--- config.mk ---
export PLATFORM = sky130hd
export DESIGN_NAME = slcd_ctrl
export DESIGN_NICKNAME = d
export VERILOG_FILES = /design/src/slcd_pkg.sv /design/src/slcd_ctrl.sv
export SDC_FILE = /design/constraint.sdc
export NUM_CORES = 1
export LEC_CHECK = 0
export ABC_AREA = 1
export ABC_CLOCK_PERIOD_IN_PS = 7900
export BUFFER_PORTS_ARGS = -buffer_cell sky130_fd_sc_hd__buf_4
export CAP_MARGIN = 0
export CORE_ASPECT_RATIO = 1.75
export CORE_MARGIN = 10
export CORE_UTILIZATION = 59
export DETAILED_ROUTE_END_ITERATION = 8
export PLACE_DENSITY = 0.91
export SYNTH_ARGS = -nofsm -noshare
export SYNTH_HDL_FRONTEND = slang
export SYNTH_SLANG_ARGS = --single-unit
--- constraint.sdc ---
create_clock -name clk -period 7.9 [get_ports clk]
set_clock_uncertainty 0.2 [all_clocks]
set_input_delay 0.395 -clock clk [delete_from_list [all_inputs] [get_ports clk]]
set_output_delay 0.395 -clock clk [all_outputs]
set_load 0.1 [all_outputs]
--- src/slcd_pkg.sv ---
/*
 * Shared constants and types for the segment LCD control block:
 * register indices, field positions, reset values, level codes, carriers.
 * Assumes a 32-bit AXI4-Lite register port where each register index
 * maps to the byte address index*4.
 */
package slcd_pkg;

    // Register indices (byte address is index * 4)
    localparam logic [15:0] IDX_PIN_SEL_PORT3 = 16'hff0d;
    localparam logic [15:0] IDX_PIN_SEL_GROUPED = 16'hff1a;
    localparam logic [15:0] IDX_PIN_SEL_PORT0 = 16'hff1b;
    localparam logic [15:0] IDX_DRIVE_VOLTAGE = 16'hff5a;
    localparam logic [15:0] IDX_DISPLAY_MODE = 16'hff5b;
    localparam logic [15:0] IDX_DISPLAY_CLOCK = 16'hff5c;
    localparam logic [15:0] IDX_DISPLAY_STATUS = 16'hff5d;
    localparam logic [15:0] IDX_DISP_MEM_BASE = 16'hf9d0;

    localparam int SEG_COUNT = 40;
    localparam int COM_COUNT = 4;
    localparam int ADDR_W = 18;

    // Reset values
    localparam logic [7:0] RST_DRIVE_VOLTAGE = 8'h00;
    localparam logic [7:0] RST_DISPLAY_MODE = 8'h00;
    localparam logic [7:0] RST_DISPLAY_CLOCK = 8'h00;
    localparam logic [7:0] RST_PIN_SEL = 8'h00;

    // Writable bit masks; reserved bits read as zero
    localparam logic [7:0] MASK_DRIVE_VOLTAGE = 8'h30;
    localparam logic [7:0] MASK_DISPLAY_MODE = 8'hc5;
    localparam logic [7:0] MASK_DISPLAY_CLOCK = 8'h77;
    localparam logic [7:0] MASK_PIN_SEL_GROUPED = 8'hfe;

    // Field positions
    localparam int VGEN_LSB = 4;
    localparam int DISPLAY_ENABLE_BIT = 7;
    localparam int PIN_OUTPUT_CONTROL_BIT = 6;
    localparam int SLICE_MODE_SEL_HI_BIT = 2;
    localparam int SLICE_MODE_SEL_LO_BIT = 0;
    localparam int SRC_CLK_LSB = 4;
    localparam int FRAME_DIV_LSB = 0;

    // Field codes
    localparam logic [1:0] VGEN_POWER_SAVE = 2'h0;
    localparam logic [1:0] VGEN_DIVIDE = 2'h1;
    localparam logic [1:0] VGEN_DIVIDE_STEP_DOWN = 2'h3;
    localparam logic [1:0] MODE_FOUR_SLICE = 2'h0;
    localparam logic [1:0] MODE_THREE_SLICE = 2'h1;
    localparam logic [1:0] MODE_STATIC = 2'h2;
    localparam logic [2:0] SRC_SUBSYSTEM = 3'h0;
    localparam logic [2:0] SRC_PRS_DIV128 = 3'h1;
    localparam logic [2:0] SRC_PRS_DIV256 = 3'h2;
    localparam logic [2:0] SRC_PRS_DIV512 = 3'h3;
    localparam logic [2:0] SRC_OSC_DIV8 = 3'h4;
    localparam logic [2:0] FRAME_DIV_MAX = 3'h5;
    localparam int FRAME_DIV_BASE_LOG2 = 4;

    // Divider terminal counts (cycles minus one)
    localparam logic [8:0] PRS_DIV128_LAST = 9'h07f;
    localparam logic [8:0] PRS_DIV256_LAST = 9'h0ff;
    localparam logic [8:0] PRS_DIV512_LAST = 9'h1ff;
    localparam logic [2:0] OSC_DIV8_LAST = 3'h7;

    // AXI responses
    localparam logic [1:0] RESP_OKAY = 2'h0;
    localparam logic [1:0] RESP_SLVERR = 2'h2;

    // Pin drive levels; VLC0 is the full panel drive voltage
    typedef enum logic [1:0] {
        LV_GND = 2'h0,
        LV_VLC2 = 2'h1,
        LV_VLC1 = 2'h2,
        LV_VLC0 = 2'h3
    } slcd_level_t;

    typedef struct packed {
        logic resistor_on;
        logic step_down;
    } slcd_drive_t;

    typedef struct packed {
        logic [7:0] port0;
        logic [7:0] port3;
        logic port7_upper_nibble;
        logic [3:0] port1_single;
        logic port9_whole;
        logic port8_whole;
    } slcd_pinsel_t;

endpackage : slcd_pkg

--- src/slcd_ctrl.sv ---
/*
 * Segment LCD controller: control registers, display memory, clock
 * dividers and common/segment waveform sequencing behind AXI4-Lite.
 * Assumes sub_clk_tick and osc_tick are one-cycle enables synchronous to
 * clk, and an external analog stage turns level codes into voltages.
 */
// Functional notes
// - Drive-voltage register resets to zero, resistors disconnected.
// - Voltage field: 00 power save, 01 divide, 11 divide with step-down.
// - Display mode register resets to zero: off, ground, four slices.
// - With pin control high, display enable low forces all segments to deselect level.
// - Pin control low grounds all pins; high drives deselect and commons.
// - Mode 00 four slices, 01 three slices, 10 static, 1/3 bias.
// - Clock register resets to zero: subsystem clock, divide by 16.
// - Source: subsystem, peripheral /128 /256 /512, or oscillator /8.
// - Display clock divides source by 2^4 to 2^9 for codes 0-5.
// - Frame rate follows display clock and number of slices.
// - Port0 select bit n hands pin P0n to segment use.
// - Port3 select bit n hands pin P3n to segment use.
// - Grouped register hands P7 upper nibble, P13-P16, port 8, port 9.
// - Byte and single-bit writes leave other bits undisturbed.
// - Forty segment outputs and four common outputs.
// - Memory bits 0-3 drive segments while commons 0-3 are selected.
// - Static drives all commons alike; three-slice leaves fourth unused.
`timescale 1ns/10ps
module slcd_ctrl
    import slcd_pkg::*;
(
    // Clock and reset
    input wire logic clk,
    input wire logic nrst,
    // Clock sources, one-cycle enables
    input wire logic sub_clk_tick,
    input wire logic osc_tick,
    // AXI4-Lite write address and data
    input wire logic [ADDR_W-1:0] s_axi_awaddr,
    input wire logic s_axi_awvalid,
    output logic s_axi_awready,
    input wire logic [31:0] s_axi_wdata,
    input wire logic [3:0] s_axi_wstrb,
    input wire logic s_axi_wvalid,
    output logic s_axi_wready,
    // AXI4-Lite write response
    output logic [1:0] s_axi_bresp,
    output logic s_axi_bvalid,
    input wire logic s_axi_bready,
    // AXI4-Lite read
    input wire logic [ADDR_W-1:0] s_axi_araddr,
    input wire logic s_axi_arvalid,
    output logic s_axi_arready,
    output logic [31:0] s_axi_rdata,
    output logic [1:0] s_axi_rresp,
    output logic s_axi_rvalid,
    input wire logic s_axi_rready,
    // Panel drive
    output slcd_level_t [SEG_COUNT-1:0] seg_level,
    output slcd_level_t [COM_COUNT-1:0] com_level,
    // Analog and pin-mux control
    output slcd_drive_t drive_cfg,
    output slcd_pinsel_t pin_sel
);

    logic [7:0] drive_voltage_config_q;
    logic [7:0] display_mode_control_q;
    logic [7:0] display_clock_control_q;
    logic [7:0] segment_pin_select_port0_q;
    logic [7:0] segment_pin_select_port3_q;
    logic [7:0] segment_pin_select_grouped_q;
    logic [3:0] disp_mem_q [SEG_COUNT];

    logic aw_hold_q;
    logic w_hold_q;
    logic [ADDR_W-1:0] awaddr_q;
    logic [7:0] wdata_q;
    logic wstrb_q;
    logic bvalid_q;
    logic [1:0] bresp_q;
    logic rvalid_q;
    logic [1:0] rresp_q;
    logic [31:0] rdata_q;
    logic do_write;

    logic [8:0] prs_cnt_q;
    logic [2:0] osc_cnt_q;
    logic [8:0] disp_cnt_q;
    logic src_tick;
    logic disp_tick;
    logic [1:0] com_idx_q;
    logic polarity_q;

    logic display_enable;
    logic pin_output_control;
    logic [1:0] slice_mode;
    logic [2:0] src_sel;
    logic [2:0] frame_div;

    // True when addr hits the word of the given register index
    function automatic logic addr_hit(input logic [ADDR_W-1:0] addr, input logic [15:0] idx);
        addr_hit = (addr == {idx, 2'b00});
    endfunction : addr_hit

    // Display memory slot for addr, or SEG_COUNT when outside memory
    function automatic logic [5:0] mem_slot(input logic [ADDR_W-1:0] addr);
        logic [15:0] idx;
        logic [15:0] off;
        idx = addr[ADDR_W-1:2];
        off = idx - IDX_DISP_MEM_BASE;
        if (addr[1:0] == 2'b00 && idx >= IDX_DISP_MEM_BASE && off < 16'(SEG_COUNT)) begin
            mem_slot = off[5:0];
        end else begin
            mem_slot = 6'(SEG_COUNT);
        end
    endfunction : mem_slot

    // Low-bit mask for a divide by 2^(4+code)
    function automatic logic [8:0] div_mask(input logic [2:0] code);
        logic [9:0] one_hot;
        one_hot = 10'h001 << (FRAME_DIV_BASE_LOG2 + int'(code));
        div_mask = 9'(one_hot - 10'h001);
    endfunction : div_mask

    // Level of a common pin: selected or not, in the current frame half
    function automatic slcd_level_t com_drive(input logic sel, input logic pol,
                                              input logic is_static);
        if (is_static || sel) begin
            com_drive = pol ? LV_GND : LV_VLC0;
        end else begin
            com_drive = pol ? LV_VLC1 : LV_VLC2;
        end
    endfunction : com_drive

    // Level of a segment pin; static deselect equals the common level
    function automatic slcd_level_t seg_drive(input logic sel, input logic pol,
                                              input logic is_static);
        if (sel) begin
            seg_drive = pol ? LV_VLC0 : LV_GND;
        end else if (is_static) begin
            seg_drive = pol ? LV_GND : LV_VLC0;
        end else begin
            seg_drive = pol ? LV_VLC2 : LV_VLC1;
        end
    endfunction : seg_drive

    // Field views of the control registers
    assign display_enable = display_mode_control_q[DISPLAY_ENABLE_BIT];
    assign pin_output_control = display_mode_control_q[PIN_OUTPUT_CONTROL_BIT];
    assign slice_mode = {display_mode_control_q[SLICE_MODE_SEL_HI_BIT],
                         display_mode_control_q[SLICE_MODE_SEL_LO_BIT]};
    assign src_sel = display_clock_control_q[SRC_CLK_LSB +: 3];
    assign frame_div = display_clock_control_q[FRAME_DIV_LSB +: 3];

    // AXI write channel: address and data taken independently
    assign s_axi_awready = !aw_hold_q && !bvalid_q;
    assign s_axi_wready = !w_hold_q && !bvalid_q;
    assign do_write = aw_hold_q && w_hold_q && !bvalid_q;
    assign s_axi_bvalid = bvalid_q;
    assign s_axi_bresp = bresp_q;

    always_ff @(posedge clk or negedge nrst) begin
        if (!nrst) begin
            aw_hold_q <= 1'b0;
            awaddr_q <= '0;
        end else if (s_axi_awvalid && s_axi_awready) begin
            aw_hold_q <= 1'b1;
            awaddr_q <= s_axi_awaddr;
        end else if (do_write) begin
            aw_hold_q <= 1'b0;
        end
    end

    // Only byte lane 0 carries register data; wider lanes are ignored
    always_ff @(posedge clk or negedge nrst) begin
        if (!nrst) begin
            w_hold_q <= 1'b0;
            wdata_q <= 8'h00;
            wstrb_q <= 1'b0;
        end else if (s_axi_wvalid && s_axi_wready) begin
            w_hold_q <= 1'b1;
            wdata_q <= s_axi_wdata[7:0];
            wstrb_q <= s_axi_wstrb[0];
        end else if (do_write) begin
            w_hold_q <= 1'b0;
        end
    end

    always_ff @(posedge clk or negedge nrst) begin
        if (!nrst) begin
            bvalid_q <= 1'b0;
            bresp_q <= RESP_OKAY;
        end else if (do_write) begin
            bvalid_q <= 1'b1;
            if (addr_hit(awaddr_q, IDX_DRIVE_VOLTAGE) || addr_hit(awaddr_q, IDX_DISPLAY_MODE)
                || addr_hit(awaddr_q, IDX_DISPLAY_CLOCK)
                || addr_hit(awaddr_q, IDX_PIN_SEL_PORT0)
                || addr_hit(awaddr_q, IDX_PIN_SEL_PORT3)
                || addr_hit(awaddr_q, IDX_PIN_SEL_GROUPED)
                || addr_hit(awaddr_q, IDX_DISPLAY_STATUS)
                || mem_slot(awaddr_q) != 6'(SEG_COUNT)) begin
                bresp_q <= RESP_OKAY;
            end else begin
                bresp_q <= RESP_SLVERR;
            end
        end else if (s_axi_bready) begin
            bvalid_q <= 1'b0;
        end
    end

    // Control registers; a whole-byte write replaces only writable bits,
    // so a read-modify-write of one bit leaves its neighbours intact
    always_ff @(posedge clk or negedge nrst) begin
        if (!nrst) begin
            drive_voltage_config_q <= RST_DRIVE_VOLTAGE;
            display_mode_control_q <= RST_DISPLAY_MODE;
            display_clock_control_q <= RST_DISPLAY_CLOCK;
            segment_pin_select_port0_q <= RST_PIN_SEL;
            segment_pin_select_port3_q <= RST_PIN_SEL;
            segment_pin_select_grouped_q <= RST_PIN_SEL;
        end else if (do_write && wstrb_q) begin
            if (addr_hit(awaddr_q, IDX_DRIVE_VOLTAGE)) begin
                drive_voltage_config_q <= wdata_q & MASK_DRIVE_VOLTAGE;
            end
            if (addr_hit(awaddr_q, IDX_DISPLAY_MODE)) begin
                display_mode_control_q <= wdata_q & MASK_DISPLAY_MODE;
            end
            if (addr_hit(awaddr_q, IDX_DISPLAY_CLOCK)) begin
                display_clock_control_q <= wdata_q & MASK_DISPLAY_CLOCK;
            end
            if (addr_hit(awaddr_q, IDX_PIN_SEL_PORT0)) begin
                segment_pin_select_port0_q <= wdata_q;
            end
            if (addr_hit(awaddr_q, IDX_PIN_SEL_PORT3)) begin
                segment_pin_select_port3_q <= wdata_q;
            end
            if (addr_hit(awaddr_q, IDX_PIN_SEL_GROUPED)) begin
                segment_pin_select_grouped_q <= wdata_q & MASK_PIN_SEL_GROUPED;
            end
        end
    end

    // Display memory holds no reset: contents are software's job
    always_ff @(posedge clk) begin
        if (do_write && wstrb_q && mem_slot(awaddr_q) != 6'(SEG_COUNT)) begin
            disp_mem_q[mem_slot(awaddr_q)] <= wdata_q[3:0];
        end
    end

    // AXI read channel: one-cycle answer from a registered mux
    assign s_axi_arready = !rvalid_q;
    assign s_axi_rvalid = rvalid_q;
    assign s_axi_rdata = rdata_q;
    assign s_axi_rresp = rresp_q;

    always_ff @(posedge clk or negedge nrst) begin
        if (!nrst) begin
            rvalid_q <= 1'b0;
            rdata_q <= 32'h0000_0000;
            rresp_q <= RESP_OKAY;
        end else if (s_axi_arvalid && s_axi_arready) begin
            rvalid_q <= 1'b1;
            rresp_q <= RESP_OKAY;
            rdata_q <= 32'h0000_0000;
            if (addr_hit(s_axi_araddr, IDX_DRIVE_VOLTAGE)) begin
                rdata_q[7:0] <= drive_voltage_config_q;
            end else if (addr_hit(s_axi_araddr, IDX_DISPLAY_MODE)) begin
                rdata_q[7:0] <= display_mode_control_q;
            end else if (addr_hit(s_axi_araddr, IDX_DISPLAY_CLOCK)) begin
                rdata_q[7:0] <= display_clock_control_q;
            end else if (addr_hit(s_axi_araddr, IDX_PIN_SEL_PORT0)) begin
                rdata_q[7:0] <= segment_pin_select_port0_q;
            end else if (addr_hit(s_axi_araddr, IDX_PIN_SEL_PORT3)) begin
                rdata_q[7:0] <= segment_pin_select_port3_q;
            end else if (addr_hit(s_axi_araddr, IDX_PIN_SEL_GROUPED)) begin
                rdata_q[7:0] <= segment_pin_select_grouped_q;
            end else if (addr_hit(s_axi_araddr, IDX_DISPLAY_STATUS)) begin
                rdata_q[2:0] <= {polarity_q, com_idx_q};
            end else if (mem_slot(s_axi_araddr) != 6'(SEG_COUNT)) begin
                rdata_q[3:0] <= disp_mem_q[mem_slot(s_axi_araddr)];
            end else begin
                rresp_q <= RESP_SLVERR;
            end
        end else if (s_axi_rready) begin
            rvalid_q <= 1'b0;
        end
    end

    // Peripheral prescaler runs from clk itself
    always_ff @(posedge clk or negedge nrst) begin
        if (!nrst) begin
            prs_cnt_q <= 9'h000;
        end else begin
            prs_cnt_q <= prs_cnt_q + 9'h001;
        end
    end

    always_ff @(posedge clk or negedge nrst) begin
        if (!nrst) begin
            osc_cnt_q <= 3'h0;
        end else if (osc_tick) begin
            osc_cnt_q <= osc_cnt_q + 3'h1;
        end
    end

    // Source clock select; prohibited codes stop the display clock
    always_comb begin
        case (src_sel)
            SRC_SUBSYSTEM: src_tick = sub_clk_tick;
            SRC_PRS_DIV128: src_tick = (prs_cnt_q[6:0] == PRS_DIV128_LAST[6:0]);
            SRC_PRS_DIV256: src_tick = (prs_cnt_q[7:0] == PRS_DIV256_LAST[7:0]);
            SRC_PRS_DIV512: src_tick = (prs_cnt_q == PRS_DIV512_LAST);
            SRC_OSC_DIV8: src_tick = osc_tick && (osc_cnt_q == OSC_DIV8_LAST);
            default: src_tick = 1'b0;
        endcase
    end

    always_ff @(posedge clk or negedge nrst) begin
        if (!nrst) begin
            disp_cnt_q <= 9'h000;
        end else if (src_tick) begin
            disp_cnt_q <= disp_cnt_q + 9'h001;
        end
    end

    // Display clock: source divided by 2^(4+code)
    assign disp_tick = src_tick && frame_div <= FRAME_DIV_MAX
        && (disp_cnt_q & div_mask(frame_div)) == div_mask(frame_div);

    // Common sequencer; frame length is slice count display clocks
    always_ff @(posedge clk or negedge nrst) begin
        if (!nrst) begin
            com_idx_q <= 2'h0;
            polarity_q <= 1'b0;
        end else if (!pin_output_control) begin
            com_idx_q <= 2'h0;
            polarity_q <= 1'b0;
        end else if (disp_tick) begin
            case (slice_mode)
                MODE_FOUR_SLICE: begin
                    com_idx_q <= com_idx_q + 2'h1;
                    if (com_idx_q == 2'h3) begin
                        polarity_q <= !polarity_q;
                    end
                end
                MODE_THREE_SLICE: begin
                    if (com_idx_q >= 2'h2) begin
                        com_idx_q <= 2'h0;
                        polarity_q <= !polarity_q;
                    end else begin
                        com_idx_q <= com_idx_q + 2'h1;
                    end
                end
                default: begin
                    com_idx_q <= 2'h0;
                    polarity_q <= !polarity_q;
                end
            endcase
        end
    end

    // Pin levels, registered so the panel sees clean edges
    always_ff @(posedge clk or negedge nrst) begin
        if (!nrst) begin
            com_level <= '{default: LV_GND};
            seg_level <= '{default: LV_GND};
        end else begin
            for (int c = 0; c < COM_COUNT; c++) begin
                if (!pin_output_control) begin
                    com_level[c] <= LV_GND;
                end else if (slice_mode == MODE_THREE_SLICE && c == COM_COUNT - 1) begin
                    // Unused common: held at ground, the panel leaves it open
                    com_level[c] <= LV_GND;
                end else begin
                    com_level[c] <= com_drive(com_idx_q == 2'(c), polarity_q,
                                              slice_mode[1]);
                end
            end
            for (int s = 0; s < SEG_COUNT; s++) begin
                if (!pin_output_control) begin
                    seg_level[s] <= LV_GND;
                end else if (!display_enable) begin
                    seg_level[s] <= seg_drive(1'b0, polarity_q, slice_mode[1]);
                end else begin
                    seg_level[s] <= seg_drive(disp_mem_q[s][com_idx_q], polarity_q,
                                              slice_mode[1]);
                end
            end
        end
    end

    // Voltage generator decode; prohibited codes leave resistors off
    always_ff @(posedge clk or negedge nrst) begin
        if (!nrst) begin
            drive_cfg <= '0;
        end else begin
            case (drive_voltage_config_q[VGEN_LSB +: 2])
                VGEN_DIVIDE: drive_cfg <= '{resistor_on: 1'b1, step_down: 1'b0};
                VGEN_DIVIDE_STEP_DOWN: drive_cfg <= '{resistor_on: 1'b1, step_down: 1'b1};
                default: drive_cfg <= '{resistor_on: 1'b0, step_down: 1'b0};
            endcase
        end
    end

    // Pin function routing
    always_ff @(posedge clk or negedge nrst) begin
        if (!nrst) begin
            pin_sel <= '0;
        end else begin
            pin_sel.port0 <= segment_pin_select_port0_q;
            pin_sel.port3 <= segment_pin_select_port3_q;
            pin_sel.port7_upper_nibble <= segment_pin_select_grouped_q[7];
            pin_sel.port1_single <= segment_pin_select_grouped_q[6:3];
            pin_sel.port9_whole <= segment_pin_select_grouped_q[2];
            pin_sel.port8_whole <= segment_pin_select_grouped_q[1];
        end
    end

endmodule : slcd_ctrl

Word level (Yosys, flattened, before mapping) --
Memories as Yosys holds them, arrays and structs flattened. Cells that the tools add are included.
Storage, ports and cells: output and inout port bits 154, word-level logic and storage cells 448, input bits 81, RAM bits 160, register bits after elaboration 215, memories 1
Operators by class: reduce and logical (&&, ||, !) cells 48, eq/ne operators 35, $lt $le $gt $ge 7, bitwise gates (word level) 1, multiplexer cells 274, add/sub/neg operators 8, shifts and indexed selects 1
Memory list:
- disp_mem_q | depth 40, bits a word 4, rd ports 41, clocked after Yosys merged registers in 0, write ports 1, RTL line slcd_ctrl.sv:69 | logic [3:0] disp_mem_q [SEG_COUNT];
Operators by type and width (number):
- 2-bit 2-to-1 mux | 146
- 18-bit equality test (second input constant) | 14
- 6-bit 2-to-1 mux | 21
- 1-bit binary-select mux with 2-bit select | 40
- 1-bit 2-to-1 mux | 54
- 8-bit 2-to-1 mux | 5
- 16-bit greater-or-equal comparator (second input constant) | 2
- 16-bit by 6-bit less-than comparator with 1-bit output (second input constant) | 2
- 16-bit subtractor (second input constant) | 2
- 9-bit by 1-bit adder with 9-bit output (second input constant) | 2
- 6-bit != test (second input constant) | 3
- 1-bit logical AND | 16
- 4-bit 2-to-1 mux | 3
- 2-bit AND reduction | 6
- 1-bit logical OR | 11
- 9-bit bitwise AND | 1
- 9-bit equality test | 1
- 9-bit equality test (second input constant) | 1
- 1-bit by 4-bit << shifter with 9-bit output (first input constant) | 1
- 9-bit by 1-bit subtractor with 9-bit output (second input constant) | 1
- 8-bit equality test (second input constant) | 1
- 2-bit logical NOT | 4
- 2-bit one-hot mux with 2 select lines | 2
- 2-bit nonzero test | 4
- 20 further kinds | 31

Depth between registers and ports, before layout --
Gate-level depths: netlist of the first run. An unclocked memory read counts as a cell.
depth after elaboration 31, gate-level depth with buffers 25, depth with buffers taken out 25

Least setup slack after synthesis of the first run --
No wires, ideal clock.
path type flip-flop to flip-flop, start point reg bvalid_q, in the netlist s_axi_bvalid, end point reg awaddr_q[11], buffers on the path 2, stages on the path, launching flop included 6, arrival 3.183 ns, slack 4.439 ns, clock period less this slack 3.461 ns, data required time 7.622 ns, library setup time 0.078 ns, cell sequence dfrtp_1 nor2_1 nand2_1 clkbuf_1 clkbuf_1 a21oi_1
On the way: cells in the longest elaborated chain, start to end 3
RTL lines:
- from (decl) | RTL line slcd_ctrl.sv:76 | logic bvalid_q;
- from (signal assigned) | RTL line slcd_ctrl.sv:188 | bvalid_q <= 1'b0;
- from (signal assigned) | RTL line slcd_ctrl.sv:191 | bvalid_q <= 1'b1;
- from (signal assigned) | RTL line slcd_ctrl.sv:204 | bvalid_q <= 1'b0;
- 1-bit logical NOT | RTL line slcd_ctrl.sv:153 | assign s_axi_awready = !aw_hold_q && !bvalid_q;
- 1-bit logical AND | RTL line slcd_ctrl.sv:153
- named net s_axi_awready | RTL line slcd_ctrl.sv:38 | output logic s_axi_awready,
- 1-bit logical AND | RTL line slcd_ctrl.sv:163 | end else if (s_axi_awvalid && s_axi_awready) begin
- to (signal assigned) | RTL line slcd_ctrl.sv:165 | awaddr_q <= s_axi_awaddr;
- to (decl) | RTL line slcd_ctrl.sv:73 | logic [ADDR_W-1:0] awaddr_q;
The timed path passes the listed nets, and every way through them passes these cells. A chain may end at the register's enable or synchronous reset.

Worst setup path in the final report of the first run --
start point in s_axi_araddr[1], end point reg rdata_q[0], in the netlist s_axi_rdata[0]
On the way: cells in the longest elaborated chain, start to end 22, elaborated cells on any way between the ends 38, classes of those cells eq/ne: 8; mux: 26; reduce/logical: 3; memory: 1
RTL lines:
- from (decl) | RTL line slcd_ctrl.sv:48 | input wire logic [ADDR_W-1:0] s_axi_araddr,
- 2-bit logical NOT | RTL line slcd_ctrl.sv:108 | if (addr[1:0] == 2'b00 && idx >= IDX_DISP_MEM_BASE && off < 16'(SEG_COUNT)) begin
- 1-bit logical AND (2 in series) | RTL line slcd_ctrl.sv:108
- 6-bit 2-to-1 mux | RTL line slcd_ctrl.sv:108
- 6-bit 2-to-1 mux | RTL line slcd_ctrl.sv:276 | end else if (mem_slot(s_axi_araddr) != 6'(SEG_COUNT)) begin
- 6-bit 2-to-1 mux | RTL line slcd_ctrl.sv:274 | end else if (addr_hit(s_axi_araddr, IDX_DISPLAY_STATUS)) begin
- 6-bit 2-to-1 mux | RTL line slcd_ctrl.sv:272 | end else if (addr_hit(s_axi_araddr, IDX_PIN_SEL_GROUPED)) begin
- 6-bit 2-to-1 mux | RTL line slcd_ctrl.sv:270 | end else if (addr_hit(s_axi_araddr, IDX_PIN_SEL_PORT3)) begin
- 6-bit 2-to-1 mux | RTL line slcd_ctrl.sv:268 | end else if (addr_hit(s_axi_araddr, IDX_PIN_SEL_PORT0)) begin
- [5 not listed]
- 4-bit 2-to-1 mux | RTL line slcd_ctrl.sv:276
- 3-bit 2-to-1 mux | RTL line slcd_ctrl.sv:274
- 4-bit 2-to-1 mux | RTL line slcd_ctrl.sv:272
- 8-bit 2-to-1 mux | RTL line slcd_ctrl.sv:270
- 8-bit 2-to-1 mux | RTL line slcd_ctrl.sv:268
- 8-bit 2-to-1 mux | RTL line slcd_ctrl.sv:266 | end else if (addr_hit(s_axi_araddr, IDX_DISPLAY_CLOCK)) begin
- 8-bit 2-to-1 mux | RTL line slcd_ctrl.sv:264 | end else if (addr_hit(s_axi_araddr, IDX_DISPLAY_MODE)) begin
- 8-bit 2-to-1 mux * | RTL line slcd_ctrl.sv:262 | if (addr_hit(s_axi_araddr, IDX_DRIVE_VOLTAGE)) begin
- to (signal assigned) | RTL line slcd_ctrl.sv:263 | rdata_q[7:0] <= drive_voltage_config_q;
- to (signal assigned) | RTL line slcd_ctrl.sv:265 | rdata_q[7:0] <= display_mode_control_q;
- to (signal assigned) | RTL line slcd_ctrl.sv:267 | rdata_q[7:0] <= display_clock_control_q;
- to (decl) | RTL line slcd_ctrl.sv:80 | logic [31:0] rdata_q;
Every way passes the cells marked *; elsewhere a longest branch is shown, timed or not. The select of a mux whose other input is x is not followed.

==> results of run 1 <==
[area by class of cell]
type	instances	area, um^2
clock buffers	50	1110
clock inverters	22	158
fillers	2474	11400
inverters	169	634
multi-input cells	1482	7190
flip-flops and latches	467	13000
well taps	470	588
repair buffers	232	1830
[flip-flops by register name, summed over array words and instances (netlist names), 4 cells and up]
signal / flops
disp_mem_q: 256
seg_level: 80
segment_pin_select_port3_q: 8
prs_cnt_q: 9
segment_pin_select_port0_q: 8
pin_sel: 23
com_level: 6
disp_cnt_q: 9
wdata_q: 8
s_axi_rdata: 8
display_mode_control_q: 4
display_clock_control_q: 6
segment_pin_select_grouped_q: 7
awaddr_q: 18
[worst max-delay path: cells and delay by family]
kind            cells  cell delay [ns]
compound gates      1             0.07
buf+inv             5             1.44
simple gates       15             2.76
[kinds of logic (layout without fill, tap and decap cells)]
group	Yosys count	after routing	synth area share (%)
other	1	30	0.0175
AOI/OAI and AO/OA	489	489	12.8
DFF	467	467	60.6
and+or+nand+nor	918	918	17.9
xor gates and xnor gates	15	15	0.614
muxes	9	9	0.474
adders and majority gates	21	21	1.23
buffers and inverters	320	473	6.37
[cell usage in the layout, fill, tap and decap left out, types with 8 or more instances in the layout]
| master | netlist | layout |
|---|---|---|
| a21oi_1 | 222 | 222 |
| a32o_1 | 17 | 17 |
| buf_4 | 31 | 200 |
| clkbuf_16 | 0 | 42 |
| clkinv_2 | 0 | 8 |
| conb_1 | 1 | 30 |
| dfrtp_1 | 211 | 209 |
| dlygate4sd3_1 | 0 | 31 |
| edfxtp_1 | 256 | 256 |
| ha_1 | 21 | 21 |
| inv_1 | 159 | 159 |
| inv_2 | 9 | 9 |
| mux2_2 | 9 | 9 |
| nand2_1 | 541 | 541 |
| nand3_1 | 159 | 159 |
| nand4_1 | 13 | 13 |
| nor2_1 | 155 | 154 |
| nor3_1 | 19 | 19 |
| nor4_1 | 8 | 8 |
| o211ai_1 | 32 | 32 |
| o21ai_0 | 183 | 183 |
| xor2_1 | 14 | 14 |
[cells in the mapped netlist, types with 5 or more instances]
master,count
nor3_1,19
buf_2,30
a21oi_1,222
nor4_1,8
inv_1,159
nand2_1,541
buf_1,18
buf_4,31
o221ai_1,6
nand2_4,6
dfrtp_1,211
nor2_2,5
nand3_1,159
mux2_2,9
o21ai_0,183
clkbuf_1,71
a32o_1,17
nor2_1,155
nand4_1,13
inv_2,9
o211ai_1,32
edfxtp_1,256
xor2_1,14
ha_1,21
[through the flow]
step / area (um^2) / power, mW
2_1_floorplan: 21500 / 3.56
3_3_place_gp: 22900 / 3.81
3_5_place_dp: 22900 / 3.86
4_1_cts: 24500 / 5.75
5_1_grt: 24500 / 5.97
6_report: 24500 / 5.79
[routing by layer]
metal,up-vias,part of all wire (%),track usage [%]
met2,1345,50,46.7
met1,8288,31,28.1
met4,2,7.7,18.8
met5,-,0.023,0
met3,366,12,5.98
li1,7856,-,-
[report_power, final]
| group | switching [mW] | internal [mW] | total [mW] |
|---|---|---|---|
| Combinational | 0.694 | 0.191 | 0.885 |
| Sequential | 0.104 | 2.87 | 2.98 |
| Clock | 0.889 | 1.04 | 1.93 |
[final timing paths]
check                                          to                     startpoint  cells after the start  slack (ns)
worst min register to register        pin_sel[22]  segment_pin_select_port0_q[7]                      0        0.20
worst min-delay path                  pin_sel[22]  segment_pin_select_port0_q[7]                      0        0.20
worst max-delay path               s_axi_rdata[0]                s_axi_araddr[1]                     21        3.49
worst max register to register  disp_mem_q[12][2]                    awaddr_q[6]                     14        3.89
max in group asynchronous             awaddr_q[6]                           nrst                      3        5.55
min in group asynchronous           seg_level[24]                           nrst                      2        0.37
==> results_dict.tcl, run 1 <==
set metrics [dict create \
    whs_ns 0.200 \
    critPathLaunchType "input port" \
    cp_max_fo 32 \
    critPathRequiredTime_ns 8.20 \
    grt_pass1_wl_um 95400 \
    crit_slowest_cell "nand2_1" \
    yosys_warnings 0 \
    start_util_pct 59.6 \
    async_reset_ff_share_pct 45.2 \
    fin_util_pct 68.2 \
    gr-usage-all-layers_pct 26.9 \
    place_ws_ns 3.18 \
    cts_buffers 41 \
    drv_slew 0 \
    seq_area_frac_synth_pct 60.6 \
    synth_area_mm2 0.0214 \
    max_cap_violations 0 \
    dp_cells 2789 \
    synthTopCellsByArea "edfxtp_1, dfrtp_1, nand2_1, a21oi_1, o21ai_0" \
    path_common_cell "nand2_1" \
    p_leak_nw 10.8 \
    p_per_area_mw_per_mm2 237 \
    antenna_found_initial 1 \
    drive_above_1_share_pct 12.8 \
    core-area_mm2 0.0359 \
    wl_um 61100 \
    cts_tree "done" \
    insertion_delay_ns 0.56 \
    die_h_um 272 \
    syn_area_per_cell_um2 9.55 \
    synth.distinct_cells 56 \
    cpPeakStageDelay_ns 0.56 \
    clk_pin_slew_ns 0.07 \
    std_cell_rows 92 \
    dr.pass1.iters 8 \
    overflow 0 \
    ir_drop_v 0.000292 \
    cp_cell_sequence "buf_4 -> nor2_1 -> nand2_1 -> inv_1 -> nand3_1 -> nor2_4 -> nand2_1 -> buf_4 -> inv_2 -> nor2_2 -> inv_1 -> a21oi_1 -> nor2_1 -> nand2_1 -> nand3_1 -> nand2_1 -> nand4_1 -> nand2_1 -> nand2_1 -> nand2_1 -> nand2_1" \
    num_vias 17900 \
    yosysTopAreaCell "edfxtp_1" \
    ys_seq_elements 467 \
    cts_max_level 2 \
    fin_crit_sh_pct 55.9 \
    area_delta_synth_final_pct 14.4 \
    ys.flop_type "edfxtp_1" \
    max_freq_ghz 0.227 \
    cts_root_buf "clkbuf_16" \
    fin_tns_setup_ns 0 \
    finalSetupViolCount 0 \
    detail_route.wl_per_cell_um 21.1 \
    vias_per_cell 6.17 \
    synth_top_area_share_pct 35.9 \
    cts-resized-gates 0 \
    tightest_slew_ns 1.03 \
    cts_hold_buf 31 \
    setup_slack_ns 3.49 \
    fp.dieArea_mm2 0.0446 \
    ant_nets 0 \
    grt_max_degree 132 \
    hold_violations 0 \
    max_slew_margin_pct 31.1 \
    n_antenna_cell 0 \
    post_cts_buffers 0 \
    synthCells 2240 \
    max-clock-path-buffers 3 \
    grt_pass1_vias 18300 \
    place_congestion 0.941 \
    drc 0 \
    port_buffers 181 \
    dpl.hpwl_um 39000 \
    fin_crit_ns 4.41 \
    synth-edff-count 256 \
    status "finished, final reports clean" \
    worst_setup_path_end_kind "flip-flop" \
    cp.arrival_ns 4.71 \
    cts_sinks 467 \
    fin_cells 2892 \
    rsz0062_at_grt "no" \
    critical_path_class "input port to flip-flop" \
    finish.net_count 2495 \
    drt_iter0_drc 2569 \
    boundaryPins 235 \
    min_path_type "flip-flop to flip-flop" \
    chipWidth_um 164 \
]
(Power assumes the default switching activity.)
==> run 2: changes to the inputs <==
Settings changed: ABC_CLOCK_PERIOD_IN_PS 7900 to 4200.
Clock period 7.9 ns to 4.2 ns, I/O delays scaled along.
==> run 2 against run 1 <==
Power rose by 91%. First-iteration DRC count fell by 14%. Highest routed layer is now met4. Register-to-register slack got worse by 3.4 ns. Global-route usage fell by 0.61 points. Critical path type is now flip-flop to flip-flop. Clock-buffer cell count rose by 5. Final area rose by 1.0%. Non-clock buffer count rose by 21. Largest power group unchanged. Clock power rose by 95%.
==> results_dict.tcl, run 2 (synthesis gave the netlist of run 1 again) <==
set metrics [dict create \
    fin_crit_sh_pct 88.2 \
    die_h_um 272 \
    ir_drop_v 0.000708 \
    gr-usage-all-layers_pct 26.3 \
    drt_iter0_drc 2204 \
    mostFrequentLayoutCell "nand2_1" \
    r2r_cells 14 \
    detail_route.wl_per_cell_um 20.8 \
    grt_pass1_vias 17400 \
    n_antenna_cell 0 \
    cts_buffers 40 \
    port_buffers 181 \
    worst_setup_path_end_kind "flip-flop" \
    critical_path_class "flip-flop to flip-flop" \
    fin_area_mm2 0.0247 \
    max_cap_violations 0 \
    boundaryPins 235 \
    hold_violations 0 \
    reg2reg_to "disp_mem_q[30][0]" \
    tightest_slew_ns 1.02 \
    crit_end "disp_mem_q[30][0]" \
    ant_nets 0 \
    status "finished, final reports clean" \
    reg2reg_from "awaddr_q[6]" \
    drive_above_1_share_pct 13.4 \
    cp_max_fo 8 \
    cts_sinks 467 \
    p_leak_nw 11.0 \
    min_path_type "input port to flip-flop" \
    insertion_delay_ns 0.56 \
    post_cts_buffers 0 \
    cp.arrival_ns 3.73 \
    top_regs "disp_mem_q: 256 flops, seg_level: 80 flops, pin_sel: 23 flops" \
    vias_per_cell 6.04 \
    dpl.hpwl_um 39900 \
    wl_met3_um 6210 \
    dpl-instance-area_mm2 0.0231 \
    place_congestion 0.951 \
    wl_um 60500 \
    met1Wirelength_um 19000 \
    max_slew_margin_pct 31.5 \
    final_cell_mix "nand2_1, edfxtp_1, a21oi_1" \
    finalSetupViolCount 0 \
    start_util_pct 59.6 \
    cts_tree "done" \
    rsz0062_at_grt "no" \
    chipWidth_um 164 \
    cts_root_buf "clkbuf_16" \
    antenna_found_initial 0 \
    cts_max_level 2 \
    largest_reg_flops 256 \
    route.met2.wl_um 31600 \
    drv_slew 0 \
    critPathRequiredTime_ns 4.23 \
    clk_pin_slew_ns 0.07 \
    area_delta_synth_final_pct 15.6 \
    std_cell_rows 92 \
    fin_crit_ns 3.71 \
    grt_max_degree 94 \
    reg2reg_slack_ns 0.49 \
    max-clock-path-buffers 3 \
    fin_tns_setup_ns 0 \
    cts_hold_buf 34 \
    regMostFlops "disp_mem_q" \
    core-area_mm2 0.0359 \
    dr.pass1.iters 6 \
    critPathLaunchType "flip-flop" \
    grt_pass1_wl_um 92600 \
    num_vias 17600 \
    p_per_area_mw_per_mm2 446 \
    overflow 0 \
    cts-resized-gates 0 \
    crit_start "awaddr_q[6]" \
    top_layer "met4" \
    drc 0 \
    whs_ns 0.0299 \
    max_freq_ghz 0.270 \
    fp.dieArea_mm2 0.0446 \
    finish.net_count 2515 \
]
-- run 2: cell types whose count changed in the layout (fill, tap and decap cells not counted), sizes merged, moves of 3 or more --
cell / change
clkinvlp: -3
buf: +18
dlygate4sd3: +3
clkinv: -3
clkbuf: +5
-- run 2: layout make-up --
| type | count | area, um^2 |
|---|---|---|
| well taps | 470 | 588 |
| clock inverters | 18 | 184 |
| flip-flops and latches | 467 | 13000 |
| multi-input cells | 1482 | 7190 |
| inverters | 169 | 634 |
| clock buffers | 55 | 1150 |
| repair buffers | 253 | 2020 |
| fillers | 2511 | 11200 |
-- run 2: power breakdown --
| part | total, mW | internal, mW | switching [mW] | leakage [nW] |
|---|---|---|---|---|
| logic | 1.64 | 0.375 | 1.27 | 5.24 |
| registers | 5.63 | 5.40 | 0.229 | 5.09 |
| clock network | 3.77 | 2.08 | 1.69 | 0.655 |
| total | 11.0 | 7.85 | 3.19 | 11.0 |
-- run 2: routing by layer --
layer	track usage (%)	vias up
met1	27.5	8245
met5	0	-
li1	-	7885
met3	5.36	280
met2	47.2	1196
met4	15.4	0
-- run 2: critical path, stage by stage (launching register included) --
cell	delay (ns)
dfrtp_1	0.50
inv_1	0.17
ha_1	0.24
or2_4	0.26
nor4_2	0.14
a21oi_1	0.09
o32ai_2	0.23
nand2_2	0.14
inv_2	0.14
o31ai_2	0.14
nand2_4	0.10
nand2_4	0.06
nor3_4	0.34
nand2_4	0.24
nor2_1	0.39
-- run 2: how the worst min path moves through the flow --
stage                         start              to  slack (ns)  depth (start not counted)
finish              s_axi_araddr[8]  s_axi_rdata[5]        0.03                          6
global route          s_axi_arvalid    s_axi_rvalid        0.06                          3
CTS                   s_axi_arvalid    s_axi_rvalid       0.004                          3
detailed placement             nrst   seg_level[21]        0.12                          1
global placement               nrst   seg_level[32]         0.1                          1
floorplan                      nrst       aw_hold_q       -0.29                          0
-- run 2: metrics by stage --
stage	instances	setup slack [ns]	power (mW)	utilization (%)
2_1_floorplan	2269	0.739	6.70	-
3_3_place_gp	2807	0.684	7.18	64.2
3_5_place_dp	2807	0.525	7.26	64.2
4_1_cts	2914	0.490	11.0	68.9
5_1_grt	2914	0.282	11.4	68.9
6_report	2914	0.494	11.0	68.9
